$ cat src/shared/fifo_ofs_pkg.sv
// Constants, types and bus carriers for the FIFO offset access and retransmit block.
// Assumes a single 100 MHz clock; the write and read ports are both sampled on it.
package fifo_ofs_pkg;

  localparam int DATA_W = 72;
  localparam int ADDR_W = 6;
  localparam int DEPTH = 1 << ADDR_W;
  localparam int PART_W = 16;
  localparam int OFS_W = 2 * PART_W;
  localparam int WB_AW = 4;
  localparam int WB_DW = 32;

  // Register byte offsets
  localparam logic [WB_AW-1:0] OFS_CTRL = 4'h0;
  localparam logic [WB_AW-1:0] OFS_STATUS = 4'h4;
  localparam logic [WB_AW-1:0] OFS_EMPTY_OFS = 4'h8;
  localparam logic [WB_AW-1:0] OFS_FULL_OFS = 4'hC;

  // Control fields
  localparam int CTRL_FLAG_EN_BIT = 0;
  localparam int CTRL_SOFT_PRS_BIT = 1;
  localparam logic CTRL_FLAG_EN_RST = 1'b1;

  // Status fields
  localparam int ST_LOADSEQ_LSB = 0;
  localparam int ST_READSEQ_BIT = 2;
  localparam int ST_RTSTATE_LSB = 3;
  localparam int ST_EVALID_BIT = 6;
  localparam int ST_FVALID_BIT = 7;
  localparam int ST_FALL_THROUGH_MODE_BIT = 8;
  localparam int ST_SERIAL_BIT = 9;
  localparam int ST_COUNT_LSB = 16;

  // Offset register reset values
  localparam logic [OFS_W-1:0] EMPTY_OFS_RST = 32'h0000_0007;
  localparam logic [OFS_W-1:0] FULL_OFS_RST = 32'h0000_0007;

  // Offset load sequence positions
  localparam logic [1:0] SEQ_EMPTY_LO = 2'h0;
  localparam logic [1:0] SEQ_EMPTY_HI = 2'h1;
  localparam logic [1:0] SEQ_FULL_LO = 2'h2;
  localparam logic [1:0] SEQ_FULL_HI = 2'h3;

  // Offset read sequence positions: each read returns one whole offset
  localparam logic RSEQ_EMPTY = 1'b0;
  localparam logic RSEQ_FULL = 1'b1;

  typedef enum logic [2:0] {
    RT_NORMAL = 3'b001,
    RT_MARKED = 3'b010,
    RT_SETUP = 3'b100
  } rtState_t;

  typedef struct packed {
    logic cyc;
    logic stb;
    logic we;
    logic [WB_AW-1:0] adr;
    logic [3:0] sel;
    logic [WB_DW-1:0] dat;
  } wbReq_t;

  typedef struct packed {
    logic ack;
    logic [WB_DW-1:0] dat;
  } wbRsp_t;

endpackage : fifo_ofs_pkg

$ cat src/fifo_offset_retransmit.sv
// FIFO core with parallel offset load/read sequencing and retransmit from mark.
// Assumes write and read ports synchronous to mclk and a classic Wishbone master.
//
// Local design decisions: register access over Wishbone and the address map.
`timescale 1ns/1ps
module fifo_offset_retransmit (
  // Clock and reset
  input wire logic mclk,
  input wire logic sys_rst,
  // Register bus
  input wire fifo_ofs_pkg::wbReq_t wbIn,
  output fifo_ofs_pkg::wbRsp_t wbOut,
  // Device resets and straps
  input wire logic masterReset,
  input wire logic partialReset,
  input wire logic fallThroughStrap,
  input wire logic serialProgStrap,
  // Write port
  input wire logic writeEnable_n,
  input wire logic offsetAccessSelect_n,
  input wire logic [fifo_ofs_pkg::DATA_W-1:0] inputBus,
  // Read port
  input wire logic readEnable_n,
  input wire logic mark,
  input wire logic rewindRequest_n,
  output logic [fifo_ofs_pkg::DATA_W-1:0] outputBus,
  // Flags
  output logic emptyFlag_n,
  output logic almostEmptyFlag,
  output logic almostFullFlag
);

  localparam int AW = fifo_ofs_pkg::ADDR_W;
  localparam int OW = fifo_ofs_pkg::OFS_W;
  localparam int PW = fifo_ofs_pkg::PART_W;
  localparam logic [OW:0] DEPTH_EXT = (OW+1)'(fifo_ofs_pkg::DEPTH);

  logic [fifo_ofs_pkg::DATA_W-1:0] mem [fifo_ofs_pkg::DEPTH];
  logic [AW:0] wp_r;
  logic [AW:0] rp_r;
  logic [AW:0] markAddr_r;
  logic [AW:0] wpNxt;
  logic [AW:0] rpNxt;
  logic [OW-1:0] emptyOfs_r;
  logic [OW-1:0] fullOfs_r;
  logic [1:0] loadSeq_r;
  logic rdSeq_r;
  logic fallThroughMode_r;
  logic serialMode_r;
  logic eDone_r;
  logic fDone_r;
  logic eValid_r;
  logic fValid_r;
  logic outValid_r;
  logic outValidNxt;
  logic flagsEnable_r;
  logic softPrs_r;
  fifo_ofs_pkg::rtState_t rtState_r;
  fifo_ofs_pkg::rtState_t rtStateNxt;

  // Resets: master clears all but the control register, partial keeps offsets, sequences and mode
  wire hardRst = sys_rst | masterReset;
  wire softRst = partialReset | softPrs_r;

  wire [AW:0] count = wp_r - rp_r;
  wire fifoEmpty = (count == '0);
  wire fifoFull = count[AW];

  // Port decode
  wire wrOffset = !writeEnable_n && !offsetAccessSelect_n && !serialMode_r;
  wire rdOffset = !readEnable_n && !offsetAccessSelect_n;
  wire rtNormal = (rtState_r == fifo_ofs_pkg::RT_NORMAL);
  wire inSetup = (rtState_r == fifo_ofs_pkg::RT_SETUP);
  wire setupHold = inSetup && !rewindRequest_n;
  wire markBlock = !rtNormal && (wp_r[AW-1:0] == markAddr_r[AW-1:0]);
  wire wrMem = !writeEnable_n && offsetAccessSelect_n && !fifoFull && !markBlock;
  wire rdStd = !fallThroughMode_r && !readEnable_n && offsetAccessSelect_n && !fifoEmpty
               && !inSetup;
  wire fwftLoad = fallThroughMode_r && offsetAccessSelect_n && !setupHold && !fifoEmpty
                  && (!outValid_r || !readEnable_n);
  wire fwftDrain = fallThroughMode_r && offsetAccessSelect_n && !readEnable_n && !fwftLoad
                   && !setupHold;
  wire rdMem = rdStd || fwftLoad;

  // Mark is taken while the output register holds a real word (fall-through) or while the FIFO is not empty (standard)
  wire markReady = fallThroughMode_r ? !emptyFlag_n : emptyFlag_n;
  wire markEnter = rtNormal && mark && markReady;

  // Retransmit state
  always_comb
  begin
    rtStateNxt = rtState_r;
    unique case (rtState_r)
      fifo_ofs_pkg::RT_NORMAL:
      begin
        if (markEnter)
          rtStateNxt = fifo_ofs_pkg::RT_MARKED;
      end
      fifo_ofs_pkg::RT_MARKED:
      begin
        if (!mark)
          rtStateNxt = fifo_ofs_pkg::RT_NORMAL;
        else if (!rewindRequest_n)
          rtStateNxt = fifo_ofs_pkg::RT_SETUP;
      end
      fifo_ofs_pkg::RT_SETUP:
      begin
        if (!mark)
          rtStateNxt = fifo_ofs_pkg::RT_NORMAL;
        else if (rewindRequest_n)
          rtStateNxt = fifo_ofs_pkg::RT_MARKED;
      end
      default:
        rtStateNxt = fifo_ofs_pkg::RT_NORMAL;
    endcase
  end

  // Pointer next values; a rewind overrides any read in the same edge
  wire rewindNow = mark && !rewindRequest_n && (rtState_r != fifo_ofs_pkg::RT_NORMAL);
  assign wpNxt = wrMem ? wp_r + (AW+1)'(1) : wp_r;
  assign rpNxt = rewindNow ? markAddr_r : (rdMem ? rp_r + (AW+1)'(1) : rp_r);
  wire [AW:0] countNxt = wpNxt - rpNxt;

  always_comb
  begin
    outValidNxt = outValid_r;
    if (rewindNow)
      outValidNxt = 1'b0;
    else if (fwftLoad)
      outValidNxt = 1'b1;
    else if (fwftDrain)
      outValidNxt = 1'b0;
  end

  // Standard: empty flag low while empty or in rewind setup; fall-through: output-valid
  wire emptyFlagNxt = fallThroughMode_r ? !outValidNxt
                      : ((countNxt != '0) && (rtStateNxt != fifo_ofs_pkg::RT_SETUP));

  always_ff @(posedge mclk)
  begin
    if (wrMem)
      mem[wp_r[AW-1:0]] <= inputBus;
  end

  always_ff @(posedge mclk)
  begin
    if (hardRst || softRst)
    begin
      wp_r <= '0;
      rp_r <= '0;
      markAddr_r <= '0;
      rtState_r <= fifo_ofs_pkg::RT_NORMAL;
      outValid_r <= 1'b0;
      emptyFlag_n <= fallThroughMode_r && !hardRst;
    end
    else
    begin
      wp_r <= wpNxt;
      rp_r <= rpNxt;
      rtState_r <= rtStateNxt;
      outValid_r <= outValidNxt;
      emptyFlag_n <= emptyFlagNxt;
      if (markEnter)
        markAddr_r <= rp_r - (AW+1)'(1);
    end
  end

  // Output register: offset reads overwrite whatever word was there
  wire [OW-1:0] offsetWord = (rdSeq_r == fifo_ofs_pkg::RSEQ_FULL) ? fullOfs_r : emptyOfs_r;
  always_ff @(posedge mclk)
  begin
    if (hardRst || softRst)
      outputBus <= '0;
    else if (rdOffset)
      outputBus <= {{(fifo_ofs_pkg::DATA_W-OW){1'b0}}, offsetWord};
    else if (rdMem)
      outputBus <= mem[rp_r[AW-1:0]];
  end

  // Mode straps are captured only while sys_rst or master reset is applied
  always_ff @(posedge mclk)
  begin
    if (hardRst)
    begin
      fallThroughMode_r <= fallThroughStrap;
      serialMode_r <= serialProgStrap;
    end
  end

  // Offset load and read sequencing; partial reset does not touch them
  always_ff @(posedge mclk)
  begin
    if (hardRst)
    begin
      loadSeq_r <= fifo_ofs_pkg::SEQ_EMPTY_LO;
      rdSeq_r <= fifo_ofs_pkg::RSEQ_EMPTY;
      emptyOfs_r <= fifo_ofs_pkg::EMPTY_OFS_RST;
      fullOfs_r <= fifo_ofs_pkg::FULL_OFS_RST;
    end
    else
    begin
      if (wrOffset)
      begin
        loadSeq_r <= loadSeq_r + 2'h1;
        unique case (loadSeq_r)
          fifo_ofs_pkg::SEQ_EMPTY_LO: emptyOfs_r[PW-1:0] <= inputBus[PW-1:0];
          fifo_ofs_pkg::SEQ_EMPTY_HI: emptyOfs_r[OW-1:PW] <= inputBus[PW-1:0];
          fifo_ofs_pkg::SEQ_FULL_LO: fullOfs_r[PW-1:0] <= inputBus[PW-1:0];
          fifo_ofs_pkg::SEQ_FULL_HI: fullOfs_r[OW-1:PW] <= inputBus[PW-1:0];
        endcase
      end
      if (rdOffset)
        rdSeq_r <= !rdSeq_r;
    end
  end

  // Flag validity: cleared when a flag's offset starts loading, set when it completes
  always_ff @(posedge mclk)
  begin
    if (hardRst)
    begin
      eDone_r <= 1'b1;
      fDone_r <= 1'b1;
      eValid_r <= 1'b1;
      fValid_r <= 1'b1;
    end
    else
    begin
      if (wrOffset && loadSeq_r == fifo_ofs_pkg::SEQ_EMPTY_LO)
        eDone_r <= 1'b0;
      else if (wrOffset && loadSeq_r == fifo_ofs_pkg::SEQ_EMPTY_HI)
        eDone_r <= 1'b1;
      if (wrOffset && loadSeq_r == fifo_ofs_pkg::SEQ_FULL_LO)
        fDone_r <= 1'b0;
      else if (wrOffset && loadSeq_r == fifo_ofs_pkg::SEQ_FULL_HI)
        fDone_r <= 1'b1;
      eValid_r <= eDone_r;
      fValid_r <= fDone_r;
    end
  end

  // Almost flags are active high and held low while invalid
  wire [OW:0] countExt = (OW+1)'(count);
  wire lowCount = countExt <= {1'b0, emptyOfs_r};
  wire highCount = (countExt + {1'b0, fullOfs_r}) >= DEPTH_EXT;
  always_ff @(posedge mclk)
  begin
    if (hardRst || softRst)
    begin
      almostEmptyFlag <= 1'b0;
      almostFullFlag <= 1'b0;
    end
    else
    begin
      almostEmptyFlag <= flagsEnable_r && eValid_r && lowCount;
      almostFullFlag <= flagsEnable_r && fValid_r && highCount;
    end
  end

  // Wishbone slave: one registered ack per request, one clock after it is sampled, unmapped reads return zero
  wire wbHit = wbIn.cyc && wbIn.stb && !wbOut.ack;
  // Writes land at the edge where the master sees ack, while it still holds the request
  wire wbDone = wbIn.cyc && wbIn.stb && wbOut.ack;
  wire ctrlWr = wbDone && wbIn.we && (wbIn.adr == fifo_ofs_pkg::OFS_CTRL) && wbIn.sel[0];
  wire [fifo_ofs_pkg::WB_DW-1:0] ctrlWord = (fifo_ofs_pkg::WB_DW)'(flagsEnable_r);
  wire [fifo_ofs_pkg::WB_DW-1:0] statusWord =
    ((fifo_ofs_pkg::WB_DW)'(loadSeq_r) << fifo_ofs_pkg::ST_LOADSEQ_LSB)
    | ((fifo_ofs_pkg::WB_DW)'(rdSeq_r) << fifo_ofs_pkg::ST_READSEQ_BIT)
    | ((fifo_ofs_pkg::WB_DW)'(rtState_r) << fifo_ofs_pkg::ST_RTSTATE_LSB)
    | ((fifo_ofs_pkg::WB_DW)'(eValid_r) << fifo_ofs_pkg::ST_EVALID_BIT)
    | ((fifo_ofs_pkg::WB_DW)'(fValid_r) << fifo_ofs_pkg::ST_FVALID_BIT)
    | ((fifo_ofs_pkg::WB_DW)'(fallThroughMode_r) << fifo_ofs_pkg::ST_FALL_THROUGH_MODE_BIT)
    | ((fifo_ofs_pkg::WB_DW)'(serialMode_r) << fifo_ofs_pkg::ST_SERIAL_BIT)
    | ((fifo_ofs_pkg::WB_DW)'(count) << fifo_ofs_pkg::ST_COUNT_LSB);
  wire [fifo_ofs_pkg::WB_DW-1:0] readWord =
    (wbIn.adr == fifo_ofs_pkg::OFS_CTRL) ? ctrlWord :
    (wbIn.adr == fifo_ofs_pkg::OFS_STATUS) ? statusWord :
    (wbIn.adr == fifo_ofs_pkg::OFS_EMPTY_OFS) ? emptyOfs_r :
    (wbIn.adr == fifo_ofs_pkg::OFS_FULL_OFS) ? fullOfs_r : '0;

  always_ff @(posedge mclk)
  begin
    if (sys_rst)
    begin
      wbOut <= '0;
      flagsEnable_r <= fifo_ofs_pkg::CTRL_FLAG_EN_RST;
      softPrs_r <= 1'b0;
    end
    else
    begin
      wbOut.ack <= wbHit;
      wbOut.dat <= (wbHit && !wbIn.we) ? readWord : '0;
      softPrs_r <= ctrlWr && wbIn.dat[fifo_ofs_pkg::CTRL_SOFT_PRS_BIT];
      if (ctrlWr)
        flagsEnable_r <= wbIn.dat[fifo_ofs_pkg::CTRL_FLAG_EN_BIT];
    end
  end
endmodule : fifo_offset_retransmit

$ cat config.mk
export PLATFORM = sky130hd
export DESIGN_NAME = fifo_offset_retransmit
export DESIGN_NICKNAME = d
export VERILOG_FILES = /design/src/shared/fifo_ofs_pkg.sv /design/src/fifo_offset_retransmit.sv
export SDC_FILE = /design/constraint.sdc
export NUM_CORES = 2
export LEC_CHECK = 0
export BUFFER_PORTS_ARGS = -buffer_cell sky130_fd_sc_hd__buf_2
export CORE_AREA = 2 2 729 731
export CTS_CLUSTER_DIAMETER = 40
export CTS_CLUSTER_SIZE = 28
export DETAILED_ROUTE_END_ITERATION = 16
export DIE_AREA = 0 0 731 733
export PLACE_DENSITY = 0.47
export SLEW_MARGIN = 0
export SYNTH_ARGS = -nofsm -noshare
export SYNTH_HDL_FRONTEND = slang
export SYNTH_MEMORY_MAX_BITS = 65536
export SYNTH_SLANG_ARGS = --single-unit
export TNS_END_PERCENT = 30
$ cat constraint.sdc
create_clock -name mclk -period 9.8 [get_ports mclk]
set_clock_uncertainty 0.05 [all_clocks]
set_input_delay 0 -clock mclk [delete_from_list [all_inputs] [get_ports mclk]]
set_output_delay 0 -clock mclk [all_outputs]
set_load 0.1 [all_outputs]
[Word-level counts from Yosys, hierarchy flattened]
Memory sizes are Yosys's and may differ from the RTL's. A register that Yosys moved wholly into a read port is not among the register bits.
Index checks and enable logic that the tools add are counted.
Cells by class
  $add $sub $neg: 7
  order comparisons: 2
  equal/unequal tests: 12
  muxes and demuxes: 29
  bitwise operators: 10
  reductions and logical operators: 78
Operators by type and width (count)
  two-way mux 32 bit: 6
  logical AND 1 bit: 41
  adder 7 x 32 -> 33 bit: 1
  greater-or-equal comparator 33 x 7 -> 1 bit (second input constant): 1
  <= comparator 7 x 32 -> 1 bit: 1
  bitwise OR 10 x 23 -> 23 bit: 1
  two-way mux 7 bit: 3
  zero test 1 bit: 20
  two-way mux 3 bit: 5
  adder 7 x 1 -> 7 bit (second input constant): 2
  subtractor 7 bit: 2
  two-way mux 1 bit: 13
  bitwise OR 9 x 10 -> 10 bit: 1
  bitwise OR 8 x 9 -> 9 bit: 1
  one-hot mux 3 bit (3 select lines): 1
  equality test 4 bit (second input constant): 2
  bitwise OR 7 x 8 -> 8 bit: 1
  AND reduction 2 bit: 4
  zero test 7 bit: 1
  bitwise OR 6 x 7 -> 7 bit: 1
  nonzero test 7 bit: 1
  subtractor 7 x 1 -> 7 bit (second input constant): 1
  equality test 6 bit: 1
  two-way mux 6 bit: 1
  19 further kinds: 26
Word-level totals
  register bits after elaboration: 208
  RAM bits: 4608
  input port bits: 126
  output and inout port bits: 108
  word-level logic and storage cells: 166
  memories kept: 1
Memory list
  mem: words 64, width 72, read ports 1, clocked after Yosys merged registers in 1, write ports 1, RTL line fifo_offset_retransmit.sv:38  | logic [fifo_ofs_pkg::DATA_W-1:0] mem [fifo_ofs_pkg::DEPTH];

[Longest topological paths before layout]
  depth after elaboration: 15
  gate-level depth with buffers: 25
  depth with buffers taken out: 22

[Worst setup path after synthesis]
Ideal clock, no wire load.
  path kind: register -> register
  start: reg rp_r[1]
  end: mem mem[63][0] in the netlist's numbering (enable)
  library setup time: 503 ps
  data arrival time: 6410 ps
  data required time: 9247 ps
  slack: 2837 ps
  cell stages (with the launch flop): 14
  buffers on the path: 4
  clock period less this slack: 6963 ps
  path through: dfxtp_1 > clkbuf_1 > clkbuf_1 > clkbuf_1 > inv_1 > fa_1 > a211oi_1 > o21bai_1 > a21oi_1 > xnor2_1 > clkbuf_1 > and3_1 > nand3_1 > nor2_1
On the way
  longest elaborated chain between the ends: 6
RTL lines
  start, declared: RTL line fifo_offset_retransmit.sv:40  | logic [AW:0] rp_r;
  start signal, assigned: RTL line fifo_offset_retransmit.sv:159  | rp_r <= rpNxt;
  subtractor 7 bit: RTL line fifo_offset_retransmit.sv:65  | wire [AW:0] count = wp_r - rp_r;
  zero test 1 bit: RTL line fifo_offset_retransmit.sv:76  | wire wrMem = !writeEnable_n && offsetAccessSelect_n && !fifoFull && !markBlock;
  logical AND 1 bit (2 in series): RTL line fifo_offset_retransmit.sv:76
  two-way mux 1 bit: RTL line fifo_offset_retransmit.sv:141  | if (wrMem)
  two-way mux 1 bit (not written as such): RTL line fifo_offset_retransmit.sv:142  | mem[wp_r[AW-1:0]] <= inputBus;
  end, declared: RTL line fifo_offset_retransmit.sv:38
Every way passes these cells.

[Worst setup path after layout]
  start: reg rp_r[0]
  end: reg outputBus[36] in the netlist's numbering
On the way
  longest elaborated chain between the ends: 6
  elaborated cells between the ends (all ways): 8
  classes of those cells: add/sub (1); reduce/logical (7)
RTL lines
  subtractor 7 bit (*): RTL line fifo_offset_retransmit.sv:65
  zero test 7 bit (*): RTL line fifo_offset_retransmit.sv:66  | wire fifoEmpty = (count == '0);
  zero test 1 bit (*): RTL line fifo_offset_retransmit.sv:77, fifo_offset_retransmit.sv:79
  logical AND 1 bit (on tied branches): RTL line fifo_offset_retransmit.sv:77, fifo_offset_retransmit.sv:79
  logical AND 1 bit (on tied branches): RTL line fifo_offset_retransmit.sv:78, fifo_offset_retransmit.sv:80
  logical OR 1 bit (*): RTL line fifo_offset_retransmit.sv:83  | wire rdMem = rdStd || fwftLoad;
  end signal, assigned: RTL line fifo_offset_retransmit.sv:175  | outputBus <= {{(fifo_ofs_pkg::DATA_W-OW){1'b0}}, offsetWord};
  end signal, assigned: RTL line fifo_offset_retransmit.sv:177  | outputBus <= mem[rp_r[AW-1:0]];
  end, declared: RTL line fifo_offset_retransmit.sv:26  | output logic [fifo_ofs_pkg::DATA_W-1:0] outputBus,
Every way passes the cells marked *; elsewhere a longest branch is shown, timed or not.
A chain may end at the register's enable or synchronous reset.

==> impl_results.md <==
- Distinct cells, synth: 60
- Drt pass-1 iters: 5
- Synth async-reset ratio: 0
- TritonCTS clock tree: built
- Initial antenna violation count: 53
- Ports: 234
- Number of global-route vias before repair: 90700
- Setup crit start kind: register
- Worst Path Required: 10680 ps
- Crit. End Element: register
- Clk sink count: 4816
- Final period util: 0.667
- Die extent in y: 733 um
- Worst Reg2Reg Path Length in Cells: 9
- Routed vias: 89300
- Syn_nets: 7937
- Skew-Pair Late Insertion Delay: 1080 ps
- DRC Markers: 0
- Most frequent cells in the layout: 4610 x edfxtp_1, 1512 x mux4_2, 631 x clkbuf_16, 254 x nand2_1, 201 x dfxtp_1
- WL per Instance: 34.8 um
- Clock root cell: clkbuf_16
- Leak Pwr: 0.0657 uW
- Worst Max-Slew Pin Slew: 1420 ps
- Initial core utilization: 0.349
- Total wire length: 558000 um
- CTS buffer count: 623
- Hold WC Path Type: in2reg
- 1st-iter DRT viols: 10900
- Synth Warn #: 0
- Top_reg_cell synth: edfxtp_1
- Power Total: 46500 uW
- Max_cap viols: 0
- Worst vdd ir: 0.203 mV
- Routability congestion estimate: 0.822
- Max Root-Sink Buffers: 4
- Reg-to-reg slack, setup: 3270 ps
- Critical path type: reg2reg
- Post-CTS sizing: 0
- PwrDens: 214 mW/mm^2
- Most common cell after layout, fill and taps aside: edfxtp_1
- Largest net degree at the start of global routing: 135
- # setup viols final: 0
- GRT Overall Usage: 0.205
- Post-layout min period: 6530 ps
- Via density: 5.57
- Crit path capture: outputBus[36]$_SDFFE_PP0N_
- # H-tree levels: 6
- Post-synth EDFFs: 4610
- Setup TNS: 0 ps
- CP startpoint: rp_r[0]$_SDFF_PP0_
- DP HPWL: 267000 um
- Slew Limit Headroom: 0.0537
- Cell count after synthesis: 7776
- Data arrival time of the critical path: 7410 ps
- Critical R2R Capture: outputBus[36]$_SDFFE_PP0N_
- Mean post-synth cell area: 23.7 um^2
- Synth Cell Area: 0.184 mm^2
- Flops & latches, synth: 4816
- Worst-path clk slew: 60 ps
- Die ar.: 0.536 mm^2
- Area Overhead vs Synth: 18.2%
- Core area: 0.527 mm^2
- Grt total ovfl: 0
- Global-route wire length before repair: 763000 um
- Die width: 731 um
- Port buffer count: 200
- Unrepaired setup endpoints after global routing: false
- Share of layout cells above drive strength 1: 0.336
- Reg2reg start: rp_r[0]$_SDFF_PP0_
- Status: complete, no violations
- Fmax: 153 MHz
- Final Hold Fails: 0
- Register area share after synthesis: 0.774
- Fin. max-slew vios: 0
- Nets: 8657
- Row Count: 267
- CP Max Fanout: 90
- Post-DRT Antenna Nets: 0
## layout make-up
| class | count | area, um^2 |
|---|---|---|
| diodes | 8 | 20.0 |
| repair buffers | 521 | 4480 |
| multi-input cells | 2493 | 40100 |
| clock buffers | 690 | 16000 |
| clock inverters | 457 | 5380 |
| inverters | 41 | 169 |
| flip-flops and latches | 4816 | 143000 |
| fillers | 45500 | 310000 |
| well taps | 6994 | 8750 |
## metrics by stage
stage / std cells / hold WS (ps) / cell area [um^2] / utilization / setup WS (ps)
floorplan: 7776 / 21.8 / 184000 / - / 2840
global placement: 14700 / 135 / 195000 / 0.369 / 2920
detailed placement: 14700 / 131 / 195000 / 0.369 / 3080
CTS: 16000 / 1.15 / 217000 / 0.412 / 3050
global route: 16000 / 107 / 218000 / 0.412 / 2690
finish: 16000 / 92.8 / 218000 / 0.412 / 3270
## Yosys cell counts, types with 17 or more instances
library cell  number  area [um^2]
a2111oi_0         17          149
a211oi_1          30          225
a21oi_1          126          631
a22oi_1           31          233
buf_1             38          143
buf_2            126          631
clkbuf_1         257          965
dfxtp_1          206         4120
edfxtp_1        4610       138000
ha_1              33          413
inv_1             39          146
mux2i_1           39          390
mux4_2          1512        34100
nand2_1          255          957
nand2b_1          20          125
nand3_1           22          110
nor2_1           171          642
nor3_1            28          140
o21ai_0           35          175
xnor2_1           24          210
xor2_1            18          158
## report_power, final
group | leakage, uW | switching (uW) | internal, uW | total [uW]
clock | 0.0102 | 9480 | 13800 | 23300
sequential | 0.0431 | 14.1 | 22600 | 22600
combinational | 0.0123 | 466 | 144 | 610
## worst max-delay path, stage by stage, from the launching register on
cell,delay (ps)
dfxtp_4,970
buf_4,820
buf_12,580
buf_4,830
buf_4,880
mux4_2,610
mux4_2,540
mux4_2,480
nand2_1,90
a21oi_1,70
## sequential cells by signal, summed over array words and instances, names as in the netlist, 2 cells and up
signal / flops
mem: 4608
outputBus: 72
wbOut: 33
emptyOfs_r: 32
fullOfs_r: 32
markAddr_r: 7
rp_r: 7
wp_r: 7
rtState_r: 3
loadSeq_r: 2
## worst min path at each step
stage | start | endpoint | slack (ps) | cells after the start
finish | inputBus[1] | fullOfs_r[17]$_SDFFE_PP0P_ | 90 | 5
global route | wbIn[39] | wbOut[1]$_SDFF_PP0_ | 110 | 4
CTS | writeEnable_n | wp_r[6]$_SDFF_PP0_ | 1 | 6
detailed placement | serialProgStrap | serialMode_r$_DFFE_PP_ | 130 | 1
global placement | serialProgStrap | serialMode_r$_DFFE_PP_ | 140 | 1
floorplan | mark | rtState_r[0]$_SDFF_PP1_ | 20 | 1
## routing by layer
layer	routed length, um	global-route usage	share of wire
met1	246000	0.301	0.44
met2	265000	0.326	0.47
met5	118	0	0.00021
met3	35800	0.0314	0.064
met4	11200	0.0426	0.020
## kinds of logic after synthesis
kind of cell	Yosys count	share of synthesized area
adder cells (fa/ha/maj)	35	0.00246
XOR/XNOR	42	0.00200
flip-flops	4816	0.774
AO/OA/AOI/OAI	281	0.00949
multiplexers	1553	0.187
buffers and inverters	467	0.0105
AND/OR/NAND/NOR	582	0.0138
## repair_timing
item / 4_1_cts / 5_1_grt
hold endpoints to repair: 4792 / 0
setup buffers: 0 / 0
hold buffers: 126 / 0
No activity file was read; power rests on OpenSTA's default activity.
